**src/dbg_watch_defines.svh**
```systemverilog
// register indices, field positions, reset values and cause codes of the debug compare unit
// What this block does
// - data watch hit loads trigger data register with the access's effective address
// - resource watch hit loads trigger data register with the resource identifier
// - eight-bit stop vector holds marked threads whenever not in debug mode; the registered output follows debug mode one cycle late
// - eight scratch words shared with the tile configuration port, one storage
// - enabled instruction breakpoint matching an enabled thread's pc raises debug interrupt
// - four instruction breakpoints, each with own address and control slot
// - breakpoint control bits 23:16 enable threads, reset zero
// - breakpoint control bit 1: zero breaks on equal, one on different
// - breakpoint control bit 0 is master enable, reset zero
// - four data watchpoints with first and second address registers
// - data watch control bit 1: zero needs A and B, one needs either
// - data watch control bit 2 lets loads trigger; clear, loads never do
// - data watch control carries thread enables and master enable, reset zero
// - four resource watchpoints with mask and value registers
// - resource watch control bit 1: zero fires on A, one on B
// - resource watch control carries thread enables and master enable, reset zero
// - cause code recorded: breakpoint 3, data watch 4, resource watch 5
`ifndef DBG_WATCH_DEFINES_SVH
`define DBG_WATCH_DEFINES_SVH

// ****************************************
// register indices, byte address is four times the index
// ****************************************
`define DBW_IDX_CAUSE 8'h15
`define DBW_IDX_TRIG_DATA 8'h16
`define DBW_IDX_STOP_VEC 8'h18
`define DBW_IDX_SCRATCH 8'h20
`define DBW_IDX_IB_ADDR 8'h30
`define DBW_IDX_IB_CTRL 8'h40
`define DBW_IDX_DW_FIRST 8'h50
`define DBW_IDX_DW_SECOND 8'h60
`define DBW_IDX_DW_CTRL 8'h70
`define DBW_IDX_RW_MASK 8'h80
`define DBW_IDX_RW_VALUE 8'h90
`define DBW_IDX_RW_CTRL 8'h9c
`define DBW_IDX_IRQ_STATUS 8'ha0
`define DBW_IDX_IRQ_MASK 8'ha1

// ****************************************
// control fields
// ****************************************
`define DBW_CTL_EN 0
`define DBW_CTL_MODE 1
`define DBW_CTL_LOAD 2
`define DBW_CTL_THR_LO 16
`define DBW_IB_CTRL_BITS 32'h00ff0003
`define DBW_DW_CTRL_BITS 32'h00ff0007
`define DBW_RW_CTRL_BITS 32'h00ff0003
`define DBW_STOP_BITS 32'h000000ff

// ****************************************
// reset values and cause codes
// ****************************************
`define DBW_CTRL_RESET 32'h00000000
`define DBW_CAUSE_IBREAK 3'h3
`define DBW_CAUSE_DWATCH 3'h4
`define DBW_CAUSE_RWATCH 3'h5

`endif

```
**src/dbg_watch_pkg.sv**
```systemverilog
// types shared by the debug compare unit
package dbg_watch_pkg;
  typedef logic [31:0] word_t;
  typedef enum logic [1:0] {SRC_NONE, SRC_IBREAK, SRC_DWATCH, SRC_RWATCH} hit_src_t;
endpackage : dbg_watch_pkg

```
**src/debug_break_watch_unit.sv**
```systemverilog
// debug compare unit: breakpoints, watchpoints, trigger data, stop vector, scratch
`timescale 1ns/1ps
`default_nettype none
`include "dbg_watch_defines.svh"
module debug_break_watch_unit
  import dbg_watch_pkg::*;
#(
  parameter int NSLOT = 4,
  parameter int NTHR = 8,
  parameter int NSCRATCH = 8
) (
  input wire logic clk_sys,
  input wire logic nrst,
  // classic wishbone slave
  input wire logic wb_cyc_i,
  input wire logic wb_stb_i,
  input wire logic wb_we_i,
  input wire logic [31:0] wb_adr_i,
  input wire logic [3:0] wb_sel_i,
  input wire logic [31:0] wb_dat_i,
  output logic [31:0] wb_dat_o,
  output logic wb_ack_o,
  // pipeline observation
  input wire logic pc_valid,
  input wire logic [$clog2(NTHR)-1:0] pc_thread,
  input wire logic [31:0] pc_value,
  input wire logic mem_valid,
  input wire logic mem_is_load,
  input wire logic [$clog2(NTHR)-1:0] mem_thread,
  input wire logic [31:0] mem_addr,
  input wire logic res_valid,
  input wire logic [$clog2(NTHR)-1:0] res_thread,
  input wire logic [31:0] res_id,
  input wire logic in_debug_mode,
  // pipeline control
  output logic debug_irq_req,
  output logic [2:0] debug_cause_code,
  output logic [NTHR-1:0] thread_stop,
  // tile configuration view of the scratch words
  input wire logic cfg_scratch_we,
  input wire logic [$clog2(NSCRATCH)-1:0] cfg_scratch_idx,
  input wire logic [31:0] cfg_scratch_wdata,
  output logic [31:0] cfg_scratch_rdata,
  // software interrupt
  output logic irq
);

  localparam int SW = $clog2(NSLOT);
  localparam int SCW = $clog2(NSCRATCH);

  // ****************************************
  // state
  // ****************************************
  typedef struct packed {
    logic ack;
    logic [31:0] rdata;
    logic [31:0] trig_data;
    logic [NTHR-1:0] stop_vec;
    logic [NSCRATCH-1:0][31:0] scratch;
    logic [NSLOT-1:0][31:0] ib_addr;
    logic [NSLOT-1:0][31:0] ib_ctrl;
    logic [NSLOT-1:0][31:0] dw_first;
    logic [NSLOT-1:0][31:0] dw_second;
    logic [NSLOT-1:0][31:0] dw_ctrl;
    logic [NSLOT-1:0][31:0] rw_mask;
    logic [NSLOT-1:0][31:0] rw_value;
    logic [NSLOT-1:0][31:0] rw_ctrl;
    logic [2:0] cause;
    logic dbg_req;
    logic [NTHR-1:0] stop_out;
    logic [31:0] cfg_rdata;
  } st_t;

  st_t st_q;
  st_t st_d;

  logic ib_hit;
  logic dw_hit;
  logic rw_hit;
  logic [2:0] ev_take;
  logic [2:0] irq_status;
  logic [2:0] irq_mask;
  logic irq_clr_we;
  logic irq_mask_we;
  logic [7:0] idx;
  logic bus_req;
  logic bus_wr;
  logic addr_ok;
  hit_src_t src;

  // ****************************************
  // helpers
  // ****************************************
  // byte-lane merge of a write
  function automatic word_t merge(input word_t old, input word_t nw, input logic [3:0] sel);
    merge = old;
    for (int b = 0; b < 4; b++) begin
      if (sel[b]) begin
        merge[8*b +: 8] = nw[8*b +: 8];
      end
    end
  endfunction : merge

  // index lies in a group of four slots at base
  function automatic logic in_group4(input logic [7:0] i, input logic [7:0] base);
    in_group4 = (i[7:2] == base[7:2]);
  endfunction : in_group4

  // index lies in the group of eight scratch words
  function automatic logic in_group8(input logic [7:0] i, input logic [7:0] base);
    in_group8 = (i[7:3] == base[7:3]);
  endfunction : in_group8

  // ****************************************
  // comparators
  // ****************************************
  watch_match #(
    .NSLOT(NSLOT),
    .NTHR(NTHR)
  ) u_match (
    .ib_addr(st_q.ib_addr),
    .ib_ctrl(st_q.ib_ctrl),
    .dw_first(st_q.dw_first),
    .dw_second(st_q.dw_second),
    .dw_ctrl(st_q.dw_ctrl),
    .rw_mask(st_q.rw_mask),
    .rw_value(st_q.rw_value),
    .rw_ctrl(st_q.rw_ctrl),
    .pc_valid(pc_valid),
    .pc_thread(pc_thread),
    .pc_value(pc_value),
    .mem_valid(mem_valid),
    .mem_is_load(mem_is_load),
    .mem_thread(mem_thread),
    .mem_addr(mem_addr),
    .res_valid(res_valid),
    .res_thread(res_thread),
    .res_id(res_id),
    .ib_hit(ib_hit),
    .dw_hit(dw_hit),
    .rw_hit(rw_hit)
  );

  // ****************************************
  // bus decode
  // ****************************************
  assign idx = wb_adr_i[9:2];
  assign addr_ok = (wb_adr_i[31:10] == 22'h000000);
  assign bus_req = wb_cyc_i && wb_stb_i && !st_q.ack;
  assign bus_wr = bus_req && wb_we_i && addr_ok;

  // interrupt status and mask writes
  assign irq_clr_we = bus_wr && (idx == `DBW_IDX_IRQ_STATUS);
  assign irq_mask_we = bus_wr && (idx == `DBW_IDX_IRQ_MASK);

  // ****************************************
  // event priority: breakpoint, data, resource
  // ****************************************
  always_comb begin
    src = SRC_NONE;
    if (!in_debug_mode && !st_q.dbg_req) begin
      if (ib_hit) begin
        src = SRC_IBREAK;
      end else if (dw_hit) begin
        src = SRC_DWATCH;
      end else if (rw_hit) begin
        src = SRC_RWATCH;
      end
    end
  end

  assign ev_take = {src == SRC_RWATCH, src == SRC_DWATCH, src == SRC_IBREAK};

  event_irq #(
    .NEV(3)
  ) u_irq (
    .clk_sys(clk_sys),
    .nrst(nrst),
    .ev_set(ev_take),
    .clr_we(irq_clr_we),
    .clr_bits(wb_dat_i[2:0]),
    .mask_we(irq_mask_we),
    .mask_bits(wb_dat_i[2:0]),
    .status(irq_status),
    .mask(irq_mask),
    .irq(irq)
  );

  // ****************************************
  // next state
  // ****************************************
  always_comb begin
    logic [SW-1:0] slot;
    logic [SCW-1:0] sidx;
    st_d = st_q;
    slot = idx[SW-1:0];
    sidx = idx[SCW-1:0];

    // answer every strobe once, unmapped reads return zero
    st_d.ack = bus_req;
    st_d.rdata = 32'h00000000;

    // scratch view of the configuration port, read one cycle later
    if (cfg_scratch_we) begin
      st_d.scratch[cfg_scratch_idx] = cfg_scratch_wdata;
    end
    st_d.cfg_rdata = st_q.scratch[cfg_scratch_idx];

    // register writes
    if (bus_wr) begin
      if (idx == `DBW_IDX_TRIG_DATA) begin
        st_d.trig_data = merge(st_q.trig_data, wb_dat_i, wb_sel_i);
      end else if (idx == `DBW_IDX_STOP_VEC) begin
        st_d.stop_vec = NTHR'(merge({{(32-NTHR){1'b0}}, st_q.stop_vec}, wb_dat_i, wb_sel_i));
      end else if (in_group8(idx, `DBW_IDX_SCRATCH)) begin
        st_d.scratch[sidx] = merge(st_q.scratch[sidx], wb_dat_i, wb_sel_i);
      end else if (in_group4(idx, `DBW_IDX_IB_ADDR)) begin
        st_d.ib_addr[slot] = merge(st_q.ib_addr[slot], wb_dat_i, wb_sel_i);
      end else if (in_group4(idx, `DBW_IDX_IB_CTRL)) begin
        st_d.ib_ctrl[slot] = merge(st_q.ib_ctrl[slot], wb_dat_i, wb_sel_i)
                             & `DBW_IB_CTRL_BITS;
      end else if (in_group4(idx, `DBW_IDX_DW_FIRST)) begin
        st_d.dw_first[slot] = merge(st_q.dw_first[slot], wb_dat_i, wb_sel_i);
      end else if (in_group4(idx, `DBW_IDX_DW_SECOND)) begin
        st_d.dw_second[slot] = merge(st_q.dw_second[slot], wb_dat_i, wb_sel_i);
      end else if (in_group4(idx, `DBW_IDX_DW_CTRL)) begin
        st_d.dw_ctrl[slot] = merge(st_q.dw_ctrl[slot], wb_dat_i, wb_sel_i)
                             & `DBW_DW_CTRL_BITS;
      end else if (in_group4(idx, `DBW_IDX_RW_MASK)) begin
        st_d.rw_mask[slot] = merge(st_q.rw_mask[slot], wb_dat_i, wb_sel_i);
      end else if (in_group4(idx, `DBW_IDX_RW_VALUE)) begin
        st_d.rw_value[slot] = merge(st_q.rw_value[slot], wb_dat_i, wb_sel_i);
      end else if (in_group4(idx, `DBW_IDX_RW_CTRL)) begin
        st_d.rw_ctrl[slot] = merge(st_q.rw_ctrl[slot], wb_dat_i, wb_sel_i)
                             & `DBW_RW_CTRL_BITS;
      end
    end

    // register reads
    if (bus_req && !wb_we_i && addr_ok) begin
      if (idx == `DBW_IDX_CAUSE) begin
        st_d.rdata = {29'h00000000, st_q.cause};
      end else if (idx == `DBW_IDX_TRIG_DATA) begin
        st_d.rdata = st_q.trig_data;
      end else if (idx == `DBW_IDX_STOP_VEC) begin
        st_d.rdata = {{(32-NTHR){1'b0}}, st_q.stop_vec};
      end else if (in_group8(idx, `DBW_IDX_SCRATCH)) begin
        st_d.rdata = st_q.scratch[sidx];
      end else if (in_group4(idx, `DBW_IDX_IB_ADDR)) begin
        st_d.rdata = st_q.ib_addr[slot];
      end else if (in_group4(idx, `DBW_IDX_IB_CTRL)) begin
        st_d.rdata = st_q.ib_ctrl[slot];
      end else if (in_group4(idx, `DBW_IDX_DW_FIRST)) begin
        st_d.rdata = st_q.dw_first[slot];
      end else if (in_group4(idx, `DBW_IDX_DW_SECOND)) begin
        st_d.rdata = st_q.dw_second[slot];
      end else if (in_group4(idx, `DBW_IDX_DW_CTRL)) begin
        st_d.rdata = st_q.dw_ctrl[slot];
      end else if (in_group4(idx, `DBW_IDX_RW_MASK)) begin
        st_d.rdata = st_q.rw_mask[slot];
      end else if (in_group4(idx, `DBW_IDX_RW_VALUE)) begin
        st_d.rdata = st_q.rw_value[slot];
      end else if (in_group4(idx, `DBW_IDX_RW_CTRL)) begin
        st_d.rdata = st_q.rw_ctrl[slot];
      end else if (idx == `DBW_IDX_IRQ_STATUS) begin
        st_d.rdata = {29'h00000000, irq_status};
      end else if (idx == `DBW_IDX_IRQ_MASK) begin
        st_d.rdata = {29'h00000000, irq_mask};
      end
    end

    // trigger capture: hardware wins over a same-cycle software write
    st_d.dbg_req = 1'b0;
    case (src)
      SRC_IBREAK: begin
        st_d.dbg_req = 1'b1;
        st_d.cause = `DBW_CAUSE_IBREAK;
      end
      SRC_DWATCH: begin
        st_d.dbg_req = 1'b1;
        st_d.cause = `DBW_CAUSE_DWATCH;
        st_d.trig_data = mem_addr;
      end
      SRC_RWATCH: begin
        st_d.dbg_req = 1'b1;
        st_d.cause = `DBW_CAUSE_RWATCH;
        st_d.trig_data = res_id;
      end
      default: begin
        st_d.dbg_req = 1'b0;
      end
    endcase

    // marked threads are held outside debug mode, again from one cycle after return
    st_d.stop_out = in_debug_mode ? '0 : st_q.stop_vec;
  end

  // ****************************************
  // registers
  // ****************************************
  always_ff @(posedge clk_sys or negedge nrst) begin
    if (!nrst) begin
      st_q <= '0;
    end else begin
      st_q <= st_d;
    end
  end

  // outputs straight from flops
  assign wb_ack_o = st_q.ack;
  assign wb_dat_o = st_q.rdata;
  assign debug_irq_req = st_q.dbg_req;
  assign debug_cause_code = st_q.cause;
  assign thread_stop = st_q.stop_out;
  assign cfg_scratch_rdata = st_q.cfg_rdata;

endmodule : debug_break_watch_unit
`default_nettype wire

```
**src/watch_match.sv**
```systemverilog
// compare logic for breakpoints, data watchpoints and resource watchpoints
`timescale 1ns/1ps
`default_nettype none
`include "dbg_watch_defines.svh"
module watch_match
  import dbg_watch_pkg::*;
#(
  parameter int NSLOT = 4,
  parameter int NTHR = 8
) (
  input wire logic [NSLOT-1:0][31:0] ib_addr,
  input wire logic [NSLOT-1:0][31:0] ib_ctrl,
  input wire logic [NSLOT-1:0][31:0] dw_first,
  input wire logic [NSLOT-1:0][31:0] dw_second,
  input wire logic [NSLOT-1:0][31:0] dw_ctrl,
  input wire logic [NSLOT-1:0][31:0] rw_mask,
  input wire logic [NSLOT-1:0][31:0] rw_value,
  input wire logic [NSLOT-1:0][31:0] rw_ctrl,
  input wire logic pc_valid,
  input wire logic [$clog2(NTHR)-1:0] pc_thread,
  input wire logic [31:0] pc_value,
  input wire logic mem_valid,
  input wire logic mem_is_load,
  input wire logic [$clog2(NTHR)-1:0] mem_thread,
  input wire logic [31:0] mem_addr,
  input wire logic res_valid,
  input wire logic [$clog2(NTHR)-1:0] res_thread,
  input wire logic [31:0] res_id,
  output logic ib_hit,
  output logic dw_hit,
  output logic rw_hit
);

  // master enable and per-thread enable together
  function automatic logic armed(input word_t ctrl, input logic [$clog2(NTHR)-1:0] thr);
    armed = ctrl[`DBW_CTL_EN] & ctrl[`DBW_CTL_THR_LO + int'(thr)];
  endfunction : armed

  // ****************************************
  // per-slot comparisons, any slot hits
  // ****************************************
  always_comb begin
    logic cond_a;
    logic cond_b;
    logic pc_eq;
    ib_hit = 1'b0;
    dw_hit = 1'b0;
    rw_hit = 1'b0;
    cond_a = 1'b0;
    cond_b = 1'b0;
    pc_eq = 1'b0;
    for (int s = 0; s < NSLOT; s++) begin
      // instruction breakpoint
      pc_eq = (pc_value == ib_addr[s]);
      if (pc_valid && armed(ib_ctrl[s], pc_thread) &&
          (ib_ctrl[s][`DBW_CTL_MODE] ? !pc_eq : pc_eq)) begin
        ib_hit = 1'b1;
      end
      // data watchpoint
      cond_a = (mem_addr >= dw_first[s]);
      cond_b = (mem_addr <= dw_second[s]);
      if (mem_valid && armed(dw_ctrl[s], mem_thread) &&
          (!mem_is_load || dw_ctrl[s][`DBW_CTL_LOAD]) &&
          (dw_ctrl[s][`DBW_CTL_MODE] ? (cond_a | cond_b) : (cond_a & cond_b))) begin
        dw_hit = 1'b1;
      end
      // resource watchpoint
      cond_a = ((res_id & rw_mask[s]) == rw_value[s]);
      cond_b = !cond_a;
      if (res_valid && armed(rw_ctrl[s], res_thread) &&
          (rw_ctrl[s][`DBW_CTL_MODE] ? cond_b : cond_a)) begin
        rw_hit = 1'b1;
      end
    end
  end

endmodule : watch_match
`default_nettype wire

```
**src/event_irq.sv**
```systemverilog
// sticky event status, mask and level interrupt
`timescale 1ns/1ps
`default_nettype none
module event_irq #(
  parameter int NEV = 3
) (
  input wire logic clk_sys,
  input wire logic nrst,
  input wire logic [NEV-1:0] ev_set,
  input wire logic clr_we,
  input wire logic [NEV-1:0] clr_bits,
  input wire logic mask_we,
  input wire logic [NEV-1:0] mask_bits,
  output logic [NEV-1:0] status,
  output logic [NEV-1:0] mask,
  output logic irq
);

  typedef struct packed {
    logic [NEV-1:0] status;
    logic [NEV-1:0] mask;
    logic irq;
  } irq_st_t;

  irq_st_t st_q;
  irq_st_t st_d;

  // write one to clear, a new event wins over the clear
  always_comb begin
    st_d = st_q;
    st_d.status = (st_q.status & ~(clr_we ? clr_bits : '0)) | ev_set;
    if (mask_we) begin
      st_d.mask = mask_bits;
    end
    st_d.irq = |(st_d.status & st_d.mask);
  end

  always_ff @(posedge clk_sys or negedge nrst) begin
    if (!nrst) begin
      st_q <= '0;
    end else begin
      st_q <= st_d;
    end
  end

  assign status = st_q.status;
  assign mask = st_q.mask;
  assign irq = st_q.irq;

endmodule : event_irq
`default_nettype wire

```
**config.mk**
```make
export PLATFORM = sky130hd
export DESIGN_NAME = debug_break_watch_unit
export DESIGN_NICKNAME = d
export VERILOG_FILES = /design/src/dbg_watch_pkg.sv /design/src/debug_break_watch_unit.sv /design/src/watch_match.sv /design/src/event_irq.sv
export VERILOG_INCLUDE_DIRS = /design/src
export SDC_FILE = /design/constraint.sdc
export NUM_CORES = 2
export LEC_CHECK = 0
export ABC_AREA = 1
export BUFFER_PORTS_ARGS = -buffer_cell sky130_fd_sc_hd__buf_2
export CELL_PAD_IN_SITES_DETAIL_PLACEMENT = 2
export CELL_PAD_IN_SITES_GLOBAL_PLACEMENT = 2
export CORE_MARGIN = 2
export CORE_UTILIZATION = 42
export CTS_BUF_LIST = sky130_fd_sc_hd__clkbuf_8
export DETAILED_ROUTE_END_ITERATION = 10
export PLACE_DENSITY_LB_ADDON = 0.05
export SKIP_CTS_REPAIR_TIMING = 1
export SYNTH_ARGS = -nofsm -noshare
export SYNTH_HDL_FRONTEND = slang
export SYNTH_SLANG_ARGS = --single-unit
```
**constraint.sdc**
```tcl
create_clock -name clk_sys -period 8.1 [get_ports clk_sys]
set_input_delay 1.215 -clock clk_sys [delete_from_list [all_inputs] [get_ports clk_sys]]
set_output_delay 1.215 -clock clk_sys [all_outputs]
set_load 0.01 [all_outputs]
```
==> out/metrics.yaml <==
clock_tree:
  cts_tree: "built"
  clk_path_buf_depth: 4
  path_clk_slew_ns: 0.05
  cts_root_buffer: "clkbuf_8"
  cts_buffers: 283
  cts_num_sinks: 1404
  clkLatencyLatePin_ns: 1.07
  htreeDepth: 5
floorplanning:
  fp.coreArea_mm2: 0.1811
  die_w_um: 431.4
  fp.dieH_um: 431.4
  pin_count: 297
  num_rows: 156
  start_util_pct: 42.35
  die_area_mm2: 0.1861
power_and_ir_drop:
  leakage_nw: 39.62
  ir_drop_mv: 0.1709
  power_density_mw_per_mm2: 198.1
global_route:
  grt_pass1_wl_mm: 578.6
  grt_pass1_vias: 83580
  gr-total-overflow: 0
  grt_start_max_net_pins: 151
  grt_use_total_pct: 42.30
  antenna_found_initial: 63
placed_design:
  place_area_mm2: 0.08004
  io_buffer_count: 294
  pre_cts_slack_ns: 2.374
  dpl.hpwl_mm: 267.4
  gp_routability_congestion: 0.9625
synthesis:
  synthesis.instances: 9827
  yosysMostFrequentCell: "nand2_1"
  ys_seq_area_share_pct: 45.80
  ys_top_cells_by_area: "dfrtp_1, nand2_1, o21ai_0, inv_1, ha_1"
  synth_fp_nets: 10300
  yosys.area.top_type: "dfrtp_1"
  synth_warnings: 0
  synth-edff-count: 0
  yosys_register_bits: 1404
  synth_commonest_cells: "nand2_1, o21ai_0, dfrtp_1"
  async_flop_share_pct: 100.0
  synth_area_per_cell_um2: 7.807
  synthesis.area_mm2: 0.07672
  synth_top_area_share_pct: 45.80
  ys_types: 51
  ys.flop_type: "dfrtp_1"
cells_and_area:
  fillers: 20430
  final_layout_size_suffix_gt1_share_pct: 9.011
  final_core_util_pct: 47.20
  fin_area_mm2: 0.08550
  regArea_mm2: 0.03513
  syn_to_final_growth_pct: 11.45
  multi_input_area_mm2: 0.03528
  num-nets-final: 10390
timing:
  fmax_mhz: 203.0
  skew_ns: 0.04819
  worst_slack_ns: 3.175
  hold_viol: 0
  relSlewSlack_pct: 9.508
  finalSetupTns_ns: 0
  setup_viol: 0
  rsz0062_at_grt: "no"
  period_minus_slack_ns: 4.925
  max_slew.worst_pin.slew_ns: 1.356
  drv_slew: 0
  finalCritPeriodShare_pct: 60.80
detailed_routing:
  wl_per_cell_um: 31.86
  antenna_left: 0
  viasPerCell: 6.237
  dr.pass1.iters: 5
  num_vias: 78020
  route.detailed.drc: 0
  drt_iter0_markers: 6888
  drt_wl_total_mm: 398.5
flow_run:
  max_cap_violations: 0
worst_hold_path:
  min_path_type: "primary input to asynchronous set/reset pin"
setup_path:
  cp.required_ns: 9.08
  critPathLaunchType: "primary input"
  rr_endpoint: "st_q[1352]$_DFFE_PN0P_"
  worst_r2r_path_depth: 19
  end_kind: "flop"
  startpoint: "wb_adr_i[3]"
  crit_fanout: 47
  critical_path_class: "primary input to flop"
  rrSetupSlack_ns: 3.34
  critPathArrivalTime_ns: 5.91
outcome:
  status: "completed"
cell type report:
type                       instances  share of cell area [%]
clock inverter                   116                  0.6732
sequential                      1404                   41.09
antenna                           50                  0.1463
tap                             2370                   3.468
inverter                        1051                   4.640
timing repair buffer             424                   3.146
clock buffer                     346                   5.570
multi-input combinational       6747                   41.26
stage by stage:
| stage | std cells | power (mW) | hold slack (ns) |
|---|---|---|---|
| floorplan | 9827 | 8.595 | 0.4530 |
| global placement | 12000 | 9.521 | 0.4652 |
| detailed placement | 12000 | 9.637 | 0.4736 |
| CTS | 12460 | 16.93 | 0.1239 |
| global route | 12490 | 17.46 | 0.1610 |
| finish | 12510 | 16.94 | 0.09131 |
worst max-delay path, stage by stage:
cell and delay (ns):
buf_2 0.15, inv_1 0.13, nor2_4 0.74, inv_6 0.49
buf_4 0.50, o22ai_1 0.20, a221oi_1 0.09, nand2_1 0.10
nand2_1 0.50, o21ai_0 1.12, inv_1 0.35, o21ai_0 0.26
kinds of logic after synthesis:
logic type	Yosys count	share of synthesized area, %
AOI/OAI and AO/OA	2822	21.42
xor gates and xnor gates	173	1.975
adders and majority gates	256	4.175
buffers and inverters	1676	8.595
DFF	1404	45.80
muxes	1	0.01305
and+or+nand+nor	3495	18.03
placed cells by master, fill, tap and decap left out, types with 19 or more instances in the layout:
master / count
nand2_1: 2385
o21ai_0: 1528
dfrtp_1: 1404
inv_1: 1127
nor2_1: 678
a21oi_1: 416
clkbuf_8: 346
buf_2: 292
ha_1: 256
a22oi_1: 247
nand3_1: 203
o22ai_1: 124
buf_4: 113
xnor2_1: 98
o221ai_1: 97
a221oi_1: 91
o2111ai_1: 79
o21a_1: 75
xor2_1: 75
nand4_1: 66
diode_2: 50
nor3_1: 40
o211ai_1: 40
or2_2: 40
a31oi_1: 37
o21ai_1: 36
a22o_1: 23
buf_12: 19
power breakdown:
part / total [mW] / switching, mW / internal (mW)
Clock: 7.32 / 3.38 / 3.94
Sequential: 7.51 / 0.213 / 7.30
Combinational: 2.10 / 1.56 / 0.543
Total: 16.9 / 5.16 / 11.8
worst max path at each step:
stage	slack (ns)	depth (start not counted)	endpoint
2_1_floorplan	4.68	21	st_q[1333]$_DFFE_PN0P_
3_3_place_gp	2.42	12	st_q[1084]$_DFF_PN0_
3_5_place_dp	2.37	12	st_q[1116]$_DFF_PN0_
4_1_cts	3.51	12	st_q[1116]$_DFF_PN0_
5_1_grt	3.20	12	st_q[1276]$_DFF_PN0_
6_report	3.18	12	st_q[1212]$_DFF_PN0_
routing by layer:
layer	vias to the layer above	track usage, %	routed length (um)
li1	32920	-	-
met1	40540	52.16	155900
met2	3430	65.28	178300
met3	1114	9.509	32700
met4	18	30.63	31430
met5	-	0	132
(Power assumes the default switching activity.)
